===== src/logic/sync_serial_channel_pkg.sv =====
// Package: register map, field layout and constants of the serial channel
package sync_serial_channel_pkg;
    localparam logic [11:0] ADDR_CTRL  = 12'h000;
    localparam logic [11:0] ADDR_TXBUF = 12'h004;
    localparam logic [11:0] ADDR_RXBUF = 12'h008;
    localparam logic [11:0] ADDR_RATE  = 12'h00C;
    localparam logic [11:0] ADDR_PINS  = 12'h010;
    localparam int BIT_WIDTH_LO = 0;
    localparam int BIT_ORDER    = 4;
    localparam int BIT_PHASE    = 5;
    localparam int BIT_POLARITY = 6;
    localparam int BIT_ROLE     = 7;
    localparam int BIT_ENABLE   = 15;
    localparam int BIT_BUSY     = 12;
    localparam int BIT_TXFULL   = 13;
    localparam int BIT_RXFULL   = 14;
    localparam int BIT_OE_DATA  = 0;
    localparam int BIT_IDLE_LVL = 1;
    localparam logic [2:0]  WIDTH_MIN   = 3'h1;
    localparam logic [2:0]  WIDTH_RESET = 3'h7;
    localparam logic [15:0] RATE_RESET  = 16'h0000;
    localparam logic [3:0]  CNT_ONE     = 4'h1;
    localparam logic [31:0] ZERO_WORD   = 32'h00000000;
endpackage


===== src/logic/sync_serial_channel.sv =====
// Serial channel core: APB registers, rate timer, shift engine
`timescale 1ns/100ps
module sync_serial_channel
    import sync_serial_channel_pkg::*;
(
    input  wire logic        pclk,                   // Module clock
    input  wire logic        presetn,                // Async reset, low
    input  wire logic        psel,                   // APB select
    input  wire logic        penable,                // APB access phase
    input  wire logic        pwrite,                 // APB write
    input  wire logic [11:0] paddr,                  // APB byte address
    input  wire logic [31:0] pwdata,                 // APB write data
    output logic      [31:0] prdata,                 // APB read data
    output logic             pready,                 // APB ready
    output logic             pslverr,                // APB error
    input  wire logic        master_in_slave_out_pin, // Data in, master
    input  wire logic        master_out_slave_in_pin, // Data in, slave
    input  wire logic        slave_clock_in,          // Clock in, slave
    output logic             master_out_data,        // Data out, master
    output logic             master_out_data_oe,     // Enable, master data
    output logic             slave_out_data,         // Data out, slave
    output logic             slave_out_data_oe,      // Enable, slave data
    output logic             master_shift_clock_out, // Clock out
    output logic             master_shift_clock_oe,  // Clock pin enable
    output logic             transmit_request_line,  // Pulse, frame start
    output logic             receive_request_line    // Pulse, rx data ready
);
    typedef enum logic [1:0] {ST_IDLE, ST_LEAD, ST_TRAIL} state_t;

    logic [2:0]  width_reg;
    logic        order_reg, phase_reg, polarity_reg, role_reg, enable_reg;
    logic        slave_oe_reg, idle_lvl_reg;
    logic [15:0] reload_reg, timer_reg;
    logic [7:0]  txbuf_reg, rxbuf_reg, shift_reg;
    logic        txfull_reg, rxfull_reg, busy_reg, loaded_reg;
    logic [3:0]  count_reg;
    state_t      state_reg;
    logic        sclk_reg, sclk_prev_reg, dout_reg;
    logic        tick, wr, rd, frame_done, take_tx, lead_ev, trail_ev;
    logic        out_ev, in_ev, din, start;
    logic [31:0] rd_next;

    // First bit to send for the chosen order
    function automatic logic first_bit(input logic [7:0] d,
                                       input logic [2:0] w,
                                       input logic       msb);
        first_bit = msb ? d[w] : d[0];
    endfunction

    // One received bit in; LSB order lands it at the top frame bit
    function automatic logic [7:0] shift_in(input logic [7:0] s,
                                            input logic       b,
                                            input logic [2:0] w,
                                            input logic       msb);
        if (msb)
            shift_in = {s[6:0], b};
        else
            // Top frame bit cleared so unused high bits never leak in
            shift_in = ((s >> 1) & ~(8'h01 << w)) | ({7'h00, b} << w);
    endfunction

    assign wr   = psel & penable & pwrite;
    assign rd   = psel & penable & ~pwrite;
    assign tick = (timer_reg == RATE_RESET);
    assign din  = role_reg ? master_in_slave_out_pin
                           : master_out_slave_in_pin;

    // Clock edges: master from its own toggle, slave from the pin
    always_comb begin
        lead_ev  = 1'b0;
        trail_ev = 1'b0;
        if (role_reg) begin
            lead_ev  = tick && state_reg == ST_LEAD;
            trail_ev = tick && state_reg == ST_TRAIL;
        end else begin
            lead_ev  = (slave_clock_in != sclk_prev_reg)
                       && (slave_clock_in != polarity_reg);
            trail_ev = (slave_clock_in != sclk_prev_reg)
                       && (slave_clock_in == polarity_reg);
        end
        out_ev = phase_reg ? lead_ev : trail_ev;
        in_ev  = phase_reg ? trail_ev : lead_ev;
    end

    assign frame_done = enable_reg && trail_ev
                        && count_reg == {1'b0, width_reg};
    assign take_tx = enable_reg && txfull_reg
                     && (!loaded_reg || frame_done);
    assign start = enable_reg && loaded_reg && !busy_reg
                   && (role_reg ? tick : lead_ev);

    // Register file and APB
    always_ff @(posedge pclk or negedge presetn) begin
        if (!presetn) begin
            width_reg    <= WIDTH_RESET;
            order_reg    <= 1'b0;
            phase_reg    <= 1'b0;
            polarity_reg <= 1'b0;
            role_reg     <= 1'b0;
            enable_reg   <= 1'b0;
            reload_reg   <= RATE_RESET;
            slave_oe_reg <= 1'b0;
            idle_lvl_reg <= 1'b0;
        end else if (wr) begin
            if (paddr == ADDR_CTRL) begin
                enable_reg <= pwdata[BIT_ENABLE];
                if (!enable_reg) begin
                    width_reg    <= (pwdata[2:0] < WIDTH_MIN) ? WIDTH_MIN
                                    : pwdata[2:0];
                    order_reg    <= pwdata[BIT_ORDER];
                    phase_reg    <= pwdata[BIT_PHASE];
                    polarity_reg <= pwdata[BIT_POLARITY];
                    role_reg     <= pwdata[BIT_ROLE];
                end
            end
            // Reload locked while running: timer shares its read address
            if (paddr == ADDR_RATE && !enable_reg)
                reload_reg <= pwdata[15:0];
            if (paddr == ADDR_PINS) begin
                slave_oe_reg <= pwdata[BIT_OE_DATA];
                idle_lvl_reg <= pwdata[BIT_IDLE_LVL];
            end
        end
    end

    always_comb begin
        rd_next = ZERO_WORD;
        unique case (paddr)
            ADDR_CTRL: begin
                rd_next[BIT_ENABLE] = enable_reg;
                if (enable_reg) begin
                    rd_next[BIT_BUSY]   = busy_reg;
                    rd_next[BIT_TXFULL] = txfull_reg;
                    rd_next[BIT_RXFULL] = rxfull_reg;
                end else begin
                    rd_next[2:0]          = width_reg;
                    rd_next[BIT_ORDER]    = order_reg;
                    rd_next[BIT_PHASE]    = phase_reg;
                    rd_next[BIT_POLARITY] = polarity_reg;
                    rd_next[BIT_ROLE]     = role_reg;
                end
            end
            ADDR_TXBUF: rd_next[7:0]  = txbuf_reg;
            ADDR_RXBUF: rd_next[7:0]  = rxbuf_reg;
            ADDR_RATE:  rd_next[15:0] = enable_reg ? timer_reg : reload_reg;
            ADDR_PINS: begin
                rd_next[BIT_OE_DATA]  = slave_oe_reg;
                rd_next[BIT_IDLE_LVL] = idle_lvl_reg;
            end
            default:    rd_next = ZERO_WORD;
        endcase
    end

    // Zero-wait slave: answer in the access cycle itself
    always_ff @(posedge pclk or negedge presetn) begin
        if (!presetn) begin
            prdata  <= ZERO_WORD;
            pready  <= 1'b0;
            pslverr <= 1'b0;
        end else begin
            prdata  <= (psel && !penable && !pwrite) ? rd_next : prdata;
            pready  <= psel && !penable;
            pslverr <= psel && !penable
                       && paddr != ADDR_CTRL && paddr != ADDR_TXBUF
                       && paddr != ADDR_RXBUF && paddr != ADDR_RATE
                       && paddr != ADDR_PINS;
        end
    end

    // Rate timer counts down, reloads at zero
    always_ff @(posedge pclk or negedge presetn) begin
        if (!presetn)
            timer_reg <= RATE_RESET;
        else if (!enable_reg || tick)
            timer_reg <= reload_reg;
        else
            timer_reg <= timer_reg - 16'h0001;
    end

    // Buffers; a new event wins over a clear
    always_ff @(posedge pclk or negedge presetn) begin
        if (!presetn) begin
            txbuf_reg  <= 8'h00;
            txfull_reg <= 1'b0;
            rxbuf_reg  <= 8'h00;
            rxfull_reg <= 1'b0;
        end else begin
            if (wr && paddr == ADDR_TXBUF) begin
                txbuf_reg  <= pwdata[7:0];
                txfull_reg <= 1'b1;
            end else if (take_tx)
                txfull_reg <= 1'b0;
            if (frame_done) begin
                // Trailing-edge sampling takes its last bit on this edge
                rxbuf_reg  <= in_ev ? shift_in(shift_reg, din, width_reg,
                                               order_reg)
                                    : shift_reg;
                rxfull_reg <= 1'b1;
            end else if (rd && paddr == ADDR_RXBUF)
                rxfull_reg <= 1'b0;
        end
    end

    // Shift engine
    always_ff @(posedge pclk or negedge presetn) begin
        if (!presetn) begin
            shift_reg  <= 8'h00;
            loaded_reg <= 1'b0;
            busy_reg   <= 1'b0;
            count_reg  <= 4'h0;
            state_reg  <= ST_IDLE;
            dout_reg   <= 1'b0;
            transmit_request_line <= 1'b0;
            receive_request_line  <= 1'b0;
        end else begin
            transmit_request_line <= start;
            receive_request_line  <= frame_done;
            if (!enable_reg) begin
                loaded_reg <= 1'b0;
                busy_reg   <= 1'b0;
                state_reg  <= ST_IDLE;
                count_reg  <= 4'h0;
                dout_reg   <= idle_lvl_reg;
            end else begin
                if (take_tx) begin
                    shift_reg  <= txbuf_reg;
                    loaded_reg <= 1'b1;
                    if (!role_reg)
                        dout_reg <= first_bit(txbuf_reg, width_reg,
                                              order_reg);
                end else if (frame_done)
                    loaded_reg <= 1'b0;
                if (start) begin
                    busy_reg  <= 1'b1;
                    state_reg <= ST_LEAD;
                    count_reg <= 4'h0;
                    if (role_reg)
                        dout_reg <= first_bit(shift_reg, width_reg,
                                              order_reg);
                end
                // Slave start is its first clock edge, so shift it too
                if (busy_reg || (start && !role_reg)) begin
                    if (in_ev && !take_tx) begin
                        shift_reg <= shift_in(shift_reg, din, width_reg,
                                              order_reg);
                        if (trail_ev)
                            count_reg <= count_reg + CNT_ONE;
                    end
                    // Leading-phase first bit is already out; keep last bit
                    if (out_ev && (phase_reg ? count_reg != 4'h0
                                             : !frame_done))
                        dout_reg <= first_bit(shift_reg, width_reg,
                                              order_reg);
                    if (!in_ev && trail_ev)
                        count_reg <= count_reg + CNT_ONE;
                    if (role_reg && tick)
                        state_reg <= (state_reg == ST_LEAD) ? ST_TRAIL
                                                            : ST_LEAD;
                    if (frame_done) begin
                        count_reg <= 4'h0;
                        state_reg <= ST_IDLE;
                        busy_reg  <= 1'b0;
                    end
                end
            end
        end
    end

    // Master clock toggles at each rate tick while busy
    always_ff @(posedge pclk or negedge presetn) begin
        if (!presetn) begin
            sclk_reg      <= 1'b0;
            sclk_prev_reg <= 1'b0;
        end else begin
            sclk_prev_reg <= slave_clock_in;
            if (!busy_reg || !role_reg)
                sclk_reg <= polarity_reg;
            else if (tick)
                sclk_reg <= ~sclk_reg;
        end
    end

    // Pin drivers
    always_ff @(posedge pclk or negedge presetn) begin
        if (!presetn) begin
            master_shift_clock_out <= 1'b0;
            master_shift_clock_oe  <= 1'b0;
            master_out_data        <= 1'b0;
            master_out_data_oe     <= 1'b0;
            slave_out_data         <= 1'b0;
            slave_out_data_oe      <= 1'b0;
        end else begin
            master_shift_clock_out <= sclk_reg;
            master_shift_clock_oe  <= enable_reg && role_reg;
            master_out_data        <= dout_reg;
            master_out_data_oe     <= enable_reg && role_reg;
            slave_out_data         <= dout_reg;
            slave_out_data_oe      <= enable_reg && !role_reg
                                      && slave_oe_reg;
        end
    end

    // Checks on the shift engine and pin drivers
    property p_busy_clear;
        @(posedge pclk) disable iff (!presetn)
        frame_done && !take_tx |=> !busy_reg;
    endproperty
    a_busy_clear: assert property (p_busy_clear)
        else $error("busy not cleared after frame");

    property p_tx_pulse;
        @(posedge pclk) disable iff (!presetn)
        start |=> transmit_request_line && busy_reg;
    endproperty
    a_tx_pulse: assert property (p_tx_pulse)
        else $error("transfer start without busy or request");

    property p_rx_pulse;
        @(posedge pclk) disable iff (!presetn)
        frame_done |=> receive_request_line && rxfull_reg;
    endproperty
    a_rx_pulse: assert property (p_rx_pulse)
        else $error("frame end without receive request");

    property p_clk_idle;
        @(posedge pclk) disable iff (!presetn)
        role_reg && !busy_reg
            |-> ##2 master_shift_clock_out == $past(polarity_reg, 2);
    endproperty
    a_clk_idle: assert property (p_clk_idle)
        else $error("idle master clock not at polarity level");

    property p_pin_oe;
        @(posedge pclk) disable iff (!presetn)
        !role_reg |=> !master_shift_clock_oe && !master_out_data_oe;
    endproperty
    a_pin_oe: assert property (p_pin_oe)
        else $error("slave drives master clock or data pin");

    property p_slave_wait;
        @(posedge pclk) disable iff (!presetn)
        !role_reg && !busy_reg && !lead_ev |=> !busy_reg;
    endproperty
    a_slave_wait: assert property (p_slave_wait)
        else $error("slave busy set before first clock edge");

    property p_hold_last;
        @(posedge pclk) disable iff (!presetn)
        frame_done && !take_tx |=> $stable(dout_reg);
    endproperty
    a_hold_last: assert property (p_hold_last)
        else $error("data output moved at frame end");

    // Main scenarios to be reached
    c_master_frame: cover property (@(posedge pclk) disable iff (!presetn)
        frame_done && role_reg);
    c_slave_frame: cover property (@(posedge pclk) disable iff (!presetn)
        frame_done && !role_reg);
    c_late_lsb: cover property (@(posedge pclk) disable iff (!presetn)
        frame_done && !order_reg && phase_reg);
    c_status_read: cover property (@(posedge pclk) disable iff (!presetn)
        psel && !penable && !pwrite && paddr == ADDR_CTRL && enable_reg);
endmodule


===== config.mk =====
export PLATFORM = sky130hd
export DESIGN_NAME = sync_serial_channel
export DESIGN_NICKNAME = d
export VERILOG_FILES = /design/src/logic/sync_serial_channel_pkg.sv /design/src/logic/sync_serial_channel.sv
export SDC_FILE = /design/constraint.sdc
export NUM_CORES = 1
export LEC_CHECK = 0
export BUFFER_PORTS_ARGS = -buffer_cell sky130_fd_sc_hd__buf_2
export CAP_MARGIN = 10
export CORE_MARGIN = 1
export CORE_UTILIZATION = 51
export CTS_CLUSTER_DIAMETER = 150
export DETAILED_ROUTE_END_ITERATION = 7
export GPL_TIMING_DRIVEN = 0
export PLACE_DENSITY = 0.76
export SLEW_MARGIN = 40
export SYNTH_ARGS = -nofsm -noshare
export SYNTH_HDL_FRONTEND = slang
export SYNTH_SLANG_ARGS = --single-unit

===== constraint.sdc =====
create_clock -name pclk -period 2.3 [get_ports pclk]
set_input_delay 0.115 -clock pclk [delete_from_list [all_inputs] [get_ports pclk]]
set_output_delay 0.115 -clock pclk [all_outputs]
set_load 0.02 [all_outputs]

==> out/results.tsv <==
metric	value	unit
drive_above_1_share	0.280	
placed_cells	786	
gp_congestion	0.880	
min_period_over_period	1.11	
hold-worst-slack	0.0187	ns
max-cap-violations	0	
fillers	837	
worstSkewPairLatency	0.38	ns
cts_buffer_depth	2	
endpoint_kind	register	
cts_tree	done	
core_area	10500	um^2
dieWidth	107	um
synth_top_area_share	0.446	
start_util	0.534	
dp_hpwl	10.3	mm
antenna_found_initial	0	
finalHoldViolations	0	
ir_worst_vdd	0.000444	V
synth_cells	573	
power_density	638	nW/um^2
synth_seq_cells	103	
cts_made_buffers	9	
final_cell_area	6830	um^2
cts-htree-levels	3	
hold_path.class	in2reg	
fin_nets	743	
cp.arrival	2.82	ns
wirelength	14.6	mm
required	2.57	ns
ys_seq_area_frac	0.460	
final.setup.worst_slack	-0.250	ns
cts-root-buf	clkbuf_8	
synth_top_area_cell	dfrtp_1	
dpl_cell_area	6210	um^2
p_leak	0.00326	uW
fin_skew	0.0184	ns
async_flop_share	1.00	
synth_common_cells	dfrtp_1, nand2_1, o21ai_0, mux2_2, mux2i_1	
port_buffers	61	
drc	0	
postSynthAreaPerCell	9.80	um^2
status	complete, but fails checks	
ys.flop_type	dfrtp_1	
synth_cell_types	61	
io-pin-count	94	
rows	37	
slew_headroom	0.541	
fp.dieArea	11400	um^2
cts_sinks	103	
area_growth	21.5	%
diodes	0	
grt_pass1_wl	23.6	mm
path_max_fanout	9	
grt_pass1_vias	4656	
synthTopCellsByArea	dfrtp_1, mux2_2, mux2i_1	
ys_warn_count	0	
synth_edf_count	0	
setup_viol	21	
tightest_slew	0.684	ns
grt_max_degree	79	
vias	4854	
finalPower	4360	uW
period_needed	2.55	ns
syn_area	5620	um^2
wl_per_cell	17.6	um
first_iter_violations	311	
overflow	0	
violations	setup timing	
via_per_inst	5.86	
firstDrtPassIters	5	
setup.worst_path.class	reg2reg	
grtUsageTotal	0.269	
synth_most_common_cell	dfrtp_1	
die_h	107	um
critPathLaunchType	register	
drv_slew	0	
clk_pin_slew	0.10	ns
postRouteAntennaNets	0	
stdcell_count	828	
place_ws	-0.790	ns
max_freq	392	MHz
rsz0062_at_grt	true	
metal layers:
layer  wire length, um  part of all wire  vias up  track usage
li1                  -                 -     2244            -
met1              6280              0.43     2342        0.370
met2              6680              0.46      240        0.412
met3              1240             0.085       28       0.0614
met4               354             0.024        0        0.110
met5                 0                 0        -            0
area by class of cell:
type	count	area (um^2)	area share
multi-input cells	421	2930	0.430
clock buffers	12	145	0.0213
clock inverters	4	55.1	0.00806
flip-flops and latches	103	2580	0.378
plain buffers	46	270	0.0396
repair buffers	91	613	0.0898
inverters	15	56.3	0.00825
well taps	136	170	0.0249
cell usage in the layout, fill, tap and decap left out, types with 16 or more instances in the layout:
cell / instances
dfrtp_1: 98
nand2_1: 74
buf_2: 64
o21ai_0: 46
mux2_2: 36
mux2i_1: 32
buf_4: 32
nor2_1: 31
a21oi_1: 26
nand3_1: 22
clkbuf_1: 17
conb_1: 16
path summary, 6_finish.rpt:
kind | from | slack [ns] | end | cells past startpoint
max | timer_reg[12] | -0.25 | shift_reg[6] | 8
min | pwdata[6] | 0.02 | polarity_reg | 2
max reg2reg | timer_reg[12] | -0.25 | shift_reg[6] | 8
min reg2reg | dout_reg | 0.41 | slave_out_data | 0
max in group asynchronous | presetn | 1.47 | width_reg[0] | 3
min in group asynchronous | presetn | 0.16 | count_reg[0] | 2
cell families after synthesis:
logic type / Yosys count / share of synthesized area
adders and majority gates: 4 / 0.00891
AOI/OAI and AO/OA: 128 / 0.150
and+or+nand+nor: 185 / 0.160
other: 1 / 0.000668
buffers and inverters: 64 / 0.0555
muxes: 72 / 0.141
xor gates and xnor gates: 16 / 0.0249
DFF: 103 / 0.460
repair_timing:
action	4_1_cts	5_1_grt
gates resized for setup	20	21
endpoints found under the hold margin	115	0
hold buffers	13	0
setup buffers	11	5
pin swaps	7	6
setup endpoints to repair	52	56
power breakdown:
part,internal [uW],switching (uW),total [uW],leakage [uW]
Combinational,479,524,1000,0.00178
Sequential,1970,213,2190,0.00138
Clock,538,630,1170,0.0000968
Total,2990,1370,4360,0.00326
critical path, cell delays in order (launching register included):
cell       delay, ns
dfrtp_1         0.42
or4_4           0.54
nor4bb_4        0.37
buf_6           0.18
a21oi_4         0.09
a2111oi_4       0.36
buf_12          0.19
mux2i_2         0.23
o21ai_2         0.07
stage by stage:
step	setup TNS, ns	util
5_1_grt	-5.27	0.650
3_5_place_dp	-21.45	0.591
6_report	-3.48	0.650
4_1_cts	-3.62	0.639
2_1_floorplan	-2.19	-
3_3_place_gp	-25.82	0.587
Power figures use the tool's default switching activity.
